<file path="src/pmcs_defs.vh">
// pmcs_defs.vh: register map, field positions, reset values and timing counts
// for the power-mode clock selector; included by the top module and the testbench
`ifndef PMCS_DEFS_VH
`define PMCS_DEFS_VH

// byte addresses on the ahb-lite register window
`define PMCS_ADDR_OSC_CTRL   8'h00
`define PMCS_ADDR_TMR1_CTRL  8'h04
`define PMCS_ADDR_FEAT_CTRL  8'h08
`define PMCS_ADDR_CMD        8'h0c
`define PMCS_ADDR_STATUS     8'h10

// oscillator control register fields
`define PMCS_OSC_IDLE_BIT    7
`define PMCS_OSC_PRIACT_BIT  3
`define PMCS_OSC_SEL_HI      1
`define PMCS_OSC_SEL_LO      0
`define PMCS_OSC_RESET       8'h02

// timer one control register fields
`define PMCS_T1_RUN_BIT      6
`define PMCS_T1_OSCEN_BIT    3

// feature control register fields
`define PMCS_FEAT_TWOSPD_BIT 0
`define PMCS_FEAT_FSCM_BIT   1
`define PMCS_FEAT_WDT_BIT    2

// command register fields
`define PMCS_CMD_SLEEP_BIT   0

// source select encodings
`define PMCS_SEL_PRI         2'h2
`define PMCS_SEL_SEC         2'h1
`define PMCS_SEL_INT         2'h3
`define PMCS_SEL_INT_ALT     2'h0

// handover: two old-clock cycles plus up to four new-clock cycles
`define PMCS_SWITCH_OLD_CYC  3'h2
`define PMCS_SWITCH_NEW_CYC  3'h4

// core-ready delay, in nanoseconds, and its count at 10 mhz
`define PMCS_CLK_PERIOD_NS   100
`define PMCS_CORE_READY_NS   10000
`define PMCS_CORE_READY_CYC  ((`PMCS_CORE_READY_NS + `PMCS_CLK_PERIOD_NS - 1) / `PMCS_CLK_PERIOD_NS)

`endif

</file>
<file path="src/pmcs_sync.v">
// pmcs_sync.v: two-flop synchroniser for oscillator ready and wake pins
// assumes the inputs are asynchronous levels from outside clk_i's domain
`timescale 1ns/1ps
module pmcs_sync #(
  parameter W = 4
) (
  input  wire         clk_i,
  input  wire         rst_n_i,
  input  wire [W-1:0] d_i,
  output reg  [W-1:0] q_o
);
  reg [W-1:0] meta_q;

  always @(posedge clk_i) begin
    if (!rst_n_i) begin
      meta_q <= {W{1'b0}};
      q_o    <= {W{1'b0}};
    end else begin
      meta_q <= d_i;
      q_o    <= meta_q;
    end
  end
endmodule

</file>
<file path="src/pmcs_top.v">
// pmcs_top.v: power-mode clock selector with an ahb-lite register slave
// assumes one 10 mhz clock; oscillator ready and wake inputs are async pins
`timescale 1ns/1ps
`include "pmcs_defs.vh"
module pmcs_top #(
  parameter CORE_READY_CYC = `PMCS_CORE_READY_CYC
) (
  input  wire        clk_i,
  input  wire        rst_n_i,
  input  wire        hsel_i,
  input  wire [7:0]  haddr_i,
  input  wire [1:0]  htrans_i,
  input  wire        hwrite_i,
  input  wire [2:0]  hsize_i,
  input  wire [31:0] hwdata_i,
  input  wire        hready_i,
  output reg  [31:0] hrdata_o,
  output wire        hreadyout_o,
  output wire        hresp_o,
  input  wire        pri_ready_i,
  input  wire        sec_ready_i,
  input  wire        int_ready_i,
  input  wire        wake_irq_i,
  input  wire        wdt_timeout_i,
  output reg  [1:0]  clk_src_o,
  output reg         cpu_clk_en_o,
  output reg         per_clk_en_o,
  output reg         pri_osc_en_o,
  output reg         sec_osc_en_o,
  output reg         int_osc_en_o,
  output reg         lf_rc_en_o,
  output reg         cpu_run_o
);
  // modes
  localparam [2:0] ST_RUN    = 3'h0;
  localparam [2:0] ST_SWITCH = 3'h1;
  localparam [2:0] ST_IDLE   = 3'h2;
  localparam [2:0] ST_SLEEP  = 3'h3;
  localparam [2:0] ST_WAKE   = 3'h4;
  localparam [2:0] ST_DELAY  = 3'h5;

  // clock source codes on clk_src_o
  localparam [1:0] SRC_NONE = 2'h0;
  localparam [1:0] SRC_SEC  = 2'h1;
  localparam [1:0] SRC_PRI  = 2'h2;
  localparam [1:0] SRC_INT  = 2'h3;

  function [1:0] sel_to_src;
    input [1:0] sel;
    begin
      if (sel == `PMCS_SEL_PRI)
        sel_to_src = SRC_PRI;
      else if (sel == `PMCS_SEL_SEC)
        sel_to_src = SRC_SEC;
      else
        sel_to_src = SRC_INT;
    end
  endfunction

  function src_ready;
    input [1:0] src;
    input       p;
    input       s;
    input       i;
    begin
      case (src)
        SRC_PRI: src_ready = p;
        SRC_SEC: src_ready = s;
        SRC_INT: src_ready = i;
        default: src_ready = 1'b0;
      endcase
    end
  endfunction

  wire [3:0] pins_s;
  pmcs_sync #(.W(4)) u_sync (
    .clk_i   (clk_i),
    .rst_n_i (rst_n_i),
    .d_i     ({wdt_timeout_i, wake_irq_i, sec_ready_i, pri_ready_i}),
    .q_o     (pins_s)
  );
  wire pri_rdy = pins_s[0];
  wire sec_rdy = pins_s[1];
  wire wake_ev = pins_s[2] | pins_s[3];
  wire wdt_ev  = pins_s[3];
  reg  int_meta_q;
  reg  int_rdy_q;

  // software-visible state
  reg        idle_en_q;
  reg  [1:0] sel_q;
  reg        sec_osc_en_q;
  reg        two_speed_q;
  reg        fscm_en_q;
  reg        wdt_en_q;
  reg        pri_flag_q;
  reg        sec_flag_q;

  // controller state
  reg  [2:0]  state_q;
  reg  [1:0]  cur_src_q;
  reg  [1:0]  tgt_src_q;
  reg         slp_idle_q;
  reg         wake_on_int_q;
  reg  [2:0]  sw_cnt_q;
  reg  [15:0] dly_cnt_q;

  // ahb-lite address phase capture
  reg        wr_pend_q;
  reg  [7:0] addr_q;
  wire       take = hsel_i & htrans_i[1] & hready_i;

  assign hreadyout_o = 1'b1;
  assign hresp_o     = 1'b0;

  wire wr_osc = wr_pend_q & (addr_q == `PMCS_ADDR_OSC_CTRL);
  wire wr_t1  = wr_pend_q & (addr_q == `PMCS_ADDR_TMR1_CTRL);
  wire wr_ft  = wr_pend_q & (addr_q == `PMCS_ADDR_FEAT_CTRL);
  wire slp_cmd = wr_pend_q & (addr_q == `PMCS_ADDR_CMD) &
                 hwdata_i[`PMCS_CMD_SLEEP_BIT];

  always @(posedge clk_i) begin
    if (!rst_n_i) begin
      int_meta_q <= 1'b0;
      int_rdy_q  <= 1'b0;
    end else begin
      int_meta_q <= int_ready_i;
      int_rdy_q  <= int_meta_q;
    end
  end

  always @(posedge clk_i) begin
    if (!rst_n_i) begin
      wr_pend_q <= 1'b0;
      addr_q    <= 8'h00;
    end else begin
      wr_pend_q <= take & hwrite_i;
      if (take)
        addr_q <= haddr_i;
    end
  end

  // register writes; only software changes idle enable and select
  always @(posedge clk_i) begin
    if (!rst_n_i) begin
      idle_en_q    <= 1'b0;
      sel_q        <= `PMCS_SEL_PRI;
      sec_osc_en_q <= 1'b0;
      two_speed_q  <= 1'b0;
      fscm_en_q    <= 1'b0;
      wdt_en_q     <= 1'b0;
    end else begin
      if (wr_osc) begin
        idle_en_q <= hwdata_i[`PMCS_OSC_IDLE_BIT];
        sel_q     <= hwdata_i[`PMCS_OSC_SEL_HI:`PMCS_OSC_SEL_LO];
      end
      if (wr_t1)
        sec_osc_en_q <= hwdata_i[`PMCS_T1_OSCEN_BIT];
      if (wr_ft) begin
        two_speed_q <= hwdata_i[`PMCS_FEAT_TWOSPD_BIT];
        fscm_en_q   <= hwdata_i[`PMCS_FEAT_FSCM_BIT];
        wdt_en_q    <= hwdata_i[`PMCS_FEAT_WDT_BIT];
      end
    end
  end

  wire [1:0] want_src = sel_to_src(sel_q);
  wire       want_ok  = (want_src != SRC_SEC) | sec_osc_en_q;
  wire       rdy_tgt  = src_ready(tgt_src_q, pri_rdy, sec_rdy, int_rdy_q);

  // mode controller
  always @(posedge clk_i) begin
    if (!rst_n_i) begin
      state_q       <= ST_RUN;
      cur_src_q     <= SRC_PRI;
      tgt_src_q     <= SRC_PRI;
      pri_flag_q    <= 1'b1;
      sec_flag_q    <= 1'b0;
      slp_idle_q    <= 1'b0;
      wake_on_int_q <= 1'b0;
      sw_cnt_q      <= 3'h0;
      dly_cnt_q     <= 16'h0000;
    end else begin
      case (state_q)
        ST_RUN: begin
          if (slp_cmd && !(idle_en_q && !want_ok)) begin
            slp_idle_q <= idle_en_q;
            tgt_src_q  <= want_src;
            if (idle_en_q && want_src == cur_src_q) begin
              state_q <= ST_IDLE;
            end else if (idle_en_q) begin
              sw_cnt_q <= 3'h0;
              state_q  <= ST_SWITCH;
            end else begin
              cur_src_q  <= SRC_NONE;
              pri_flag_q <= 1'b0;
              sec_flag_q <= 1'b0;
              state_q    <= ST_SLEEP;
            end
          end else if (want_src != cur_src_q && want_ok) begin
            slp_idle_q <= 1'b0;
            tgt_src_q  <= want_src;
            sw_cnt_q   <= 3'h0;
            state_q    <= ST_SWITCH;
          end
        end
        ST_SWITCH: begin
          // a sleep with idle set before the last cycle of a run switch ends it in idle
          if (slp_cmd && idle_en_q)
            slp_idle_q <= 1'b1;
          // old source keeps clocking until the new one is ready
          if (!rdy_tgt)
            sw_cnt_q <= 3'h0;
          else if (sw_cnt_q != `PMCS_SWITCH_OLD_CYC + `PMCS_SWITCH_NEW_CYC)
            sw_cnt_q <= sw_cnt_q + 3'h1;
          else begin
            cur_src_q  <= tgt_src_q;
            pri_flag_q <= (tgt_src_q == SRC_PRI);
            sec_flag_q <= (tgt_src_q == SRC_SEC);
            state_q    <= slp_idle_q ? ST_IDLE : ST_RUN;
          end
        end
        ST_IDLE: begin
          if (wake_ev) begin
            dly_cnt_q <= 16'h0000;
            state_q   <= ST_DELAY;
          end
        end
        ST_SLEEP: begin
          if (wake_ev) begin
            tgt_src_q     <= want_src;
            wake_on_int_q <= two_speed_q | fscm_en_q;
            state_q       <= ST_WAKE;
          end
        end
        ST_WAKE: begin
          if (wake_on_int_q && cur_src_q == SRC_NONE && int_rdy_q)
            cur_src_q <= SRC_INT;
          if (rdy_tgt) begin
            cur_src_q  <= tgt_src_q;
            pri_flag_q <= (tgt_src_q == SRC_PRI);
            sec_flag_q <= (tgt_src_q == SRC_SEC);
            dly_cnt_q  <= 16'h0000;
            state_q    <= ST_DELAY;
          end
        end
        ST_DELAY: begin
          if (dly_cnt_q == CORE_READY_CYC[15:0] - 16'h0001)
            state_q <= ST_RUN;
          else
            dly_cnt_q <= dly_cnt_q + 16'h0001;
        end
        default: state_q <= ST_RUN;
      endcase
    end
  end

  // clock gating and oscillator enables
  always @(posedge clk_i) begin
    if (!rst_n_i) begin
      clk_src_o    <= SRC_PRI;
      cpu_clk_en_o <= 1'b1;
      per_clk_en_o <= 1'b1;
      pri_osc_en_o <= 1'b1;
      sec_osc_en_o <= 1'b0;
      int_osc_en_o <= 1'b0;
      lf_rc_en_o   <= 1'b0;
      cpu_run_o    <= 1'b1;
    end else begin
      clk_src_o    <= cur_src_q;
      per_clk_en_o <= (cur_src_q != SRC_NONE);
      cpu_clk_en_o <= (cur_src_q != SRC_NONE) &&
                      (state_q != ST_IDLE);
      cpu_run_o    <= (state_q == ST_RUN) ||
                      (state_q == ST_SWITCH && !slp_idle_q);
      // primary stays up in primary idle and while it is being started
      pri_osc_en_o <= (cur_src_q == SRC_PRI) ||
                      (tgt_src_q == SRC_PRI &&
                       (state_q == ST_SWITCH || state_q == ST_WAKE));
      sec_osc_en_o <= sec_osc_en_q;
      int_osc_en_o <= (cur_src_q == SRC_INT) || (tgt_src_q == SRC_INT &&
                      state_q != ST_SLEEP) ||
                      (state_q == ST_WAKE && wake_on_int_q);
      lf_rc_en_o   <= wdt_en_q | fscm_en_q;
    end
  end

  // read data
  always @(posedge clk_i) begin
    if (!rst_n_i) begin
      hrdata_o <= 32'h00000000;
    end else if (take && !hwrite_i) begin
      hrdata_o <= 32'h00000000;
      case (haddr_i)
        `PMCS_ADDR_OSC_CTRL: begin
          hrdata_o[`PMCS_OSC_IDLE_BIT]   <= idle_en_q;
          hrdata_o[`PMCS_OSC_PRIACT_BIT] <= pri_flag_q;
          hrdata_o[`PMCS_OSC_SEL_HI:`PMCS_OSC_SEL_LO] <= sel_q;
        end
        `PMCS_ADDR_TMR1_CTRL: begin
          hrdata_o[`PMCS_T1_RUN_BIT]   <= sec_flag_q;
          hrdata_o[`PMCS_T1_OSCEN_BIT] <= sec_osc_en_q;
        end
        `PMCS_ADDR_FEAT_CTRL: begin
          hrdata_o[`PMCS_FEAT_TWOSPD_BIT] <= two_speed_q;
          hrdata_o[`PMCS_FEAT_FSCM_BIT]   <= fscm_en_q;
          hrdata_o[`PMCS_FEAT_WDT_BIT]    <= wdt_en_q;
        end
        `PMCS_ADDR_STATUS: begin
          hrdata_o[2:0] <= state_q;
          hrdata_o[5:4] <= cur_src_q;
        end
        default: hrdata_o <= 32'h00000000;
      endcase
    end
  end
endmodule

</file>
<file path="config.mk">
export PLATFORM = sky130hd
export DESIGN_NAME = pmcs_top
export DESIGN_NICKNAME = d
export VERILOG_FILES = /design/src/pmcs_sync.v /design/src/pmcs_top.v
export VERILOG_INCLUDE_DIRS = /design/src
export SDC_FILE = /design/constraint.sdc
export NUM_CORES = 1
export LEC_CHECK = 0
export ABC_AREA = 1
export BUFFER_PORTS_ARGS = -buffer_cell sky130_fd_sc_hd__buf_2
export CORE_ASPECT_RATIO = 0.75
export CORE_MARGIN = 4
export CORE_UTILIZATION = 40
export DETAILED_ROUTE_END_ITERATION = 12
export PLACE_DENSITY_LB_ADDON = 0.25
export SLEW_MARGIN = 20
export SYNTH_ARGS = -nofsm -noshare
export SYNTH_HDL_FRONTEND = slang
export SYNTH_HIERARCHICAL = 1
export SYNTH_SLANG_ARGS = --single-unit
</file>
<file path="constraint.sdc">
create_clock -name clk_i -period 1.7 [get_ports clk_i]
set_clock_uncertainty 0.05 [all_clocks]
set_input_delay 0.255 -clock clk_i [delete_from_list [all_inputs] [get_ports clk_i]]
set_output_delay 0.255 -clock clk_i [all_outputs]
set_load 0.02 [all_outputs]
</file>
# Word-level counts from Yosys, hierarchy flattened
# Index checks and enable logic that the tools add are counted.
[totals]
wordCells = 183
output_inout_bits = 43
input_bits = 55
ff_bits = 73
[op_classes]
n_eq_ne = 41
bitwise = 12
mux = 59
reduce_logical = 39
n_addsub = 2
[op_table]
columns = ["cell", "count"]
rows = [
  ["$mux W16", 3],
  ["$pmux W16 S3", 1],
  ["$mux W3", 14],
  ["$mux W2", 16],
  ["$eq A8 B4 Y1 const B", 3],
  ["$ne A2 B2 Y1 const B", 11],
  ["$reduce_and A7 Y1", 3],
  ["$ne A3 B3 Y1 const B", 6],
  ["$pmux W3 S6", 1],
  ["$add A16 B1 Y16 const B", 1],
  ["$eq A16 B7 Y1 const B", 1],
  ["$eq A8 B3 Y1 const B", 2],
  ["$logic_not A8 Y1", 2],
  ["$mux W1", 14],
  ["$logic_and A1 B1 Y1", 13],
  ["$pmux W2 S3", 2],
  ["$eq A2 B2 Y1 const B", 5],
  ["$pmux W1 S3", 3],
  ["$and A1 B1 Y1", 8],
  ["$eq A8 B5 Y1 const B", 1],
  ["$eq A3 B2 Y1 const B", 2],
  ["$eq A3 B3 Y1 const B", 2],
  ["$ne A3 B2 Y1 const B", 2],
  ["$pmux W1 S2", 3],
  ["other kinds (19)", 34],
]

# Logic depth before layout (Yosys ltp)
[logic_depth]
depth_word = 11
ltp_mapped = 12
ltp_nobuf = 11

# Cells and area by module
# The synthesis kept the hierarchy.
[modules_own_cells]
columns = ["mod", "instances", "seq_area_each_um2", "cells_per_inst", "area_each_um2"]
rows = [
  ["pmcs_top", 1, 1301.2, 524, 3498.4],
  ["pmcs_sync", 1, 160.2, 25, 225.2],
]

# Least setup slack after synthesis
# No wires, ideal clock.
[synth_timing]
path_type = "register to register"
from = "register dly_cnt_q[0]"
to = "register dly_cnt_q[14]"
synth_period_minus_slack_ns = 1.463
slack_ns = 0.237
setup_ns = 0.132
path_stages_with_launch = 8
required_ns = 1.518
arrival_time_ns = 1.281
cell_sequence = "dfxtp_1 ha_1 nand2_1 nor3b_1 nand3_1 xor2_1 nand2_1 a21oi_1"
[synth_via]
elab_chain_len = 3
elab_cells_between_ends = 6
[synth_lines]
columns = ["element", "line_no", "source"]
rows = [
  ["start: declaration", "pmcs_top.v:106", "reg [15:0] dly_cnt_q;"],
  ["start signal: assignment", "pmcs_top.v:251", "dly_cnt_q <= dly_cnt_q + 16'h0001;"],
  ["$add A16 B1 Y16 / $eq A16 B7 Y1 (equally long branches)", "pmcs_top.v:251, pmcs_top.v:248", ""],
  ["$mux W16 / $ne A2 B2 Y1 (equally long branches)", "n/a", ""],
  ["$pmux W16 S3 / $reduce_and A4 Y1 (equally long branches)", "n/a", ""],
]
# Several ways; a longest one is shown, not always the timed one. The select of a mux whose other input is x is not followed.
# A chain may end at the register's enable or synchronous reset.

# Worst setup path after layout
[layout_timing]
from = "register dly_cnt_q[0]"
to = "register dly_cnt_q[13]"
# Same word-level chain as after synthesis.

==> run_summary.xml <==
<?xml version="1.0" encoding="UTF-8"?>
<metrics>
  <group name="run_status">
    <metric name="result_of_the_run" unit="">finished, final reports clean</metric>
  </group>
  <group name="critical_path">
    <metric name="crit_arrival" unit="ns">1.80</metric>
    <metric name="critical_path.max_stage_delay" unit="ns">0.38</metric>
    <metric name="criticalPathCategory" unit="">reg2reg</metric>
    <metric name="worst_ep_required_time" unit="ns">1.91</metric>
    <metric name="worstPathCellList" unit="">buf_4 &gt; nand3_2 &gt; nor2_4 &gt; nand3_1 &gt; xor2_1 &gt; or2_2 &gt; a21oi_1</metric>
    <metric name="critical_path.startpoint_type" unit="">register</metric>
    <metric name="path_max_fanout" unit="">4</metric>
    <metric name="slowest_stage" unit="">dfxtp_1</metric>
    <metric name="critPathCaptureType" unit="">register</metric>
  </group>
  <group name="finish">
    <metric name="n_fill_cell" unit="">892</metric>
    <metric name="drive_above_1_share" unit="">0.177</metric>
    <metric name="multiInputGateArea" unit="um2">1890</metric>
    <metric name="area.growth.synth_to_final" unit="%">19.3</metric>
    <metric name="layout.area.seq" unit="um2">1470</metric>
    <metric name="fin_nets" unit="">664</metric>
    <metric name="num_antenna_cells" unit="">0</metric>
  </group>
  <group name="synthesis">
    <metric name="yosys_register_bits" unit="">73</metric>
    <metric name="synth_top_cell_by_area" unit="">dfxtp_1</metric>
    <metric name="syn-mean-instance-area" unit="um2">6.78</metric>
    <metric name="yosysWarnings" unit="">6</metric>
    <metric name="ys_types" unit="">36</metric>
    <metric name="synth_edf_count" unit="">0</metric>
    <metric name="post-synth-top-area-fraction" unit="">0.392</metric>
    <metric name="post_synth_inst_count" unit="">549</metric>
    <metric name="synth_sequential_area_ratio" unit="">0.392</metric>
    <metric name="ys_top_cells_by_area" unit="">dfxtp_1, nand2_1, inv_1, nor2_1, a21oi_1</metric>
    <metric name="synthTopCellsByCount" unit="">nand2_1, dfxtp_1, inv_1</metric>
    <metric name="post_synth_instance_area" unit="um2">3720</metric>
    <metric name="synth_most_common_cell" unit="">nand2_1</metric>
    <metric name="async_reset_ff_frac" unit="">0</metric>
    <metric name="synth_flop_cell" unit="">dfxtp_1</metric>
  </group>
  <group name="drt">
    <metric name="firstDrtPassIters" unit="">5</metric>
    <metric name="met3_length" unit="um">597</metric>
    <metric name="wire_per_inst" unit="um">12.0</metric>
    <metric name="detail_route.iter0.violations" unit="">183</metric>
    <metric name="postRouteAntennaNets" unit="">0</metric>
    <metric name="wl_met2" unit="um">3470</metric>
    <metric name="num_vias" unit="">3495</metric>
    <metric name="wirelength_met1" unit="um">4660</metric>
    <metric name="post-route-drc-count" unit="">0</metric>
    <metric name="vias_per_cell" unit="">4.73</metric>
    <metric name="postRouteWirelength" unit="um">8830</metric>
    <metric name="routed.top_layer" unit="">met4</metric>
  </group>
  <group name="grt">
    <metric name="grt_max_degree" unit="">34</metric>
    <metric name="grt_pass1_wl" unit="um">15000</metric>
    <metric name="via_count_of_the_first_global_routing_pass" unit="">3124</metric>
    <metric name="groute.usage.overall" unit="">0.169</metric>
    <metric name="grt_remaining_overflow" unit="">0</metric>
    <metric name="grt_antenna_before_repair" unit="">0</metric>
  </group>
  <group name="power_and_ir_drop">
    <metric name="power_per_cell_area" unit="nW/um2">1330</metric>
    <metric name="power" unit="mW">5.92</metric>
    <metric name="power.static_leakage" unit="nW">2.04</metric>
    <metric name="maximum_vdd_drop" unit="mV">0.933</metric>
  </group>
  <group name="sta">
    <metric name="setup_repair_after_global_routing_missed_its_margin" unit="">yes</metric>
    <metric name="remaining_max_slew_budget_at_the_tightest_pin" unit="">0.597</metric>
    <metric name="fin_crit" unit="ns">1.60</metric>
    <metric name="fmax" unit="GHz">0.626</metric>
    <metric name="max_slew.worst_pin.slew" unit="ns">0.604</metric>
    <metric name="hold_violations" unit="">0</metric>
    <metric name="timing.final.max_slew_violations" unit="">0</metric>
    <metric name="final.period_utilization" unit="">0.939</metric>
    <metric name="timing.final.setup_violations" unit="">0</metric>
    <metric name="fin_tns_setup" unit="ns">0</metric>
  </group>
  <group name="floorplanning">
    <metric name="design.portCount" unit="">98</metric>
    <metric name="start_util" unit="">0.412</metric>
    <metric name="die-area" unit="um2">10900</metric>
    <metric name="floorplan.die.height" unit="um">91.6</metric>
    <metric name="fp-row-count" unit="">30</metric>
    <metric name="floorplan.core_area" unit="um2">9050</metric>
    <metric name="die_w" unit="um">119</metric>
  </group>
  <group name="placement">
    <metric name="dp.final_hpwl" unit="um">6670</metric>
    <metric name="globalplace.congestion" unit="">0.897</metric>
    <metric name="port_buffers" unit="">40</metric>
  </group>
  <group name="clock_network">
    <metric name="cts_tree" unit="">built</metric>
    <metric name="cts-buffers-inserted" unit="">9</metric>
    <metric name="clk_slew_on_worst_s_h_paths" unit="ns">0.05</metric>
    <metric name="clkSinkCount" unit="">73</metric>
    <metric name="htree_num_levels" unit="">3</metric>
    <metric name="insertion_delay_to_the_later_sink_of_the_worst_skew_pair" unit="ns">0.33</metric>
    <metric name="cts-root-buf" unit="">clkbuf_16</metric>
    <metric name="ctsLongestPathBuffers" unit="">2</metric>
  </group>
  <group name="run">
    <metric name="drv_cap" unit="">0</metric>
  </group>
  <group name="hold_path">
    <metric name="holdCritPathClass" unit="">in2reg</metric>
  </group>
</metrics>
critical path: cells and delay by family, from the launching register on:
kind,cells,cell delay [ns]
and+or+nand+nor,4,0.64
DFF,1,0.38
buffers and inverters,1,0.16
xor gates and xnor gates,1,0.16
AOI/OAI and AO/OA,1,0.12
state kept, by name, indices dropped and copies added (netlist names), 2 cells and up:
signal         count
cur_src_q          2
hrdata_o           8
sw_cnt_q           3
tgt_src_q          2
addr_q             8
dly_cnt_q         16
state_q            3
clk_src_o          2
u_sync/q_o         4
u_sync/meta_q      4
sel_q              2
per-stage QoR:
| stage | hold WS [ns] | std cells | worst slack [ns] | util | area, um2 |
|---|---|---|---|---|---|
| finish | 0.0563 | 739 | 0.104 | 0.491 | 4440 |
| global placement | 0.348 | 723 | 0.104 | 0.451 | 4080 |
| detailed placement | 0.346 | 723 | 0.0600 | 0.451 | 4080 |
| global route | 0.0568 | 739 | -0.0663 | 0.491 | 4440 |
| floorplan | 0.303 | 573 | 0.237 | - | 3810 |
| CTS | 0.0474 | 739 | 0.0506 | 0.484 | 4370 |
kinds of logic after synthesis:
family | count (synthesis) | share of synthesized area
AO/OA/AOI/OAI | 85 | 0.125
XOR/XNOR | 8 | 0.0188
adder cells (fa/ha/maj) | 3 | 0.0101
buffers and inverters | 111 | 0.141
flip-flops | 73 | 0.392
other | 2 | 0.00202
AND/OR/NAND/NOR | 267 | 0.310
report_power, final:
group	total [mW]	internal [mW]	switching (mW)	leakage, nW
combinational	1.98	0.687	1.30	1.30
clock	1.84	1.17	0.669	0.144
sequential	2.09	1.91	0.181	0.596
total	5.92	3.77	2.15	2.04
cell usage in the layout, fill, tap and decap left out, types with 4 or more instances in the layout:
cell type / instances
or2_2: 5
nor2_2: 6
buf_2: 40
nor2_1: 61
dfxtp_1: 70
nand3_1: 37
a21oi_1: 42
nand2_2: 6
nand2_1: 122
nor3_1: 10
conb_1: 26
clkbuf_16: 9
o211ai_1: 5
inv_1: 69
nand4_1: 4
buf_4: 19
o21ai_0: 27
xor2_1: 7
nor2_4: 4
inv_2: 4
final timing paths:
check | start | end | slack (ns) | cells past startpoint
max | dly_cnt_q[0] | dly_cnt_q[13] | 0.10 | 7
min | sec_ready_i | u_sync/meta_q[1] | 0.06 | 3
max reg2reg | dly_cnt_q[0] | dly_cnt_q[13] | 0.10 | 7
min reg2reg | u_sync/meta_q[2] | u_sync/q_o[2] | 0.35 | 2
metal layers:
layer	vias up	track usage
li1	1812	-
met5	-	0
met1	1558	0.249
met2	112	0.233
met4	0	0.0515
met3	13	0.0535
final cells by class:
cell class | count | area share
Clock buffer | 13 | 0.0564
Clock inverter | 3 | 0.00902
Tap cell | 128 | 0.0361
Sequential cell | 73 | 0.330
Timing Repair Buffer | 60 | 0.0817
Multi-Input combinational cell | 389 | 0.425
Inverter | 73 | 0.0617
timing repair:
| action | 4_1_cts | 5_1_grt |
|---|---|---|
| setup endpoints to repair | 0 | 26 |
| resized for setup | 0 | 17 |
| hold buffers | 0 | 0 |
| buffers inserted | 0 | 0 |
No activity file was read; power rests on OpenSTA's default activity.
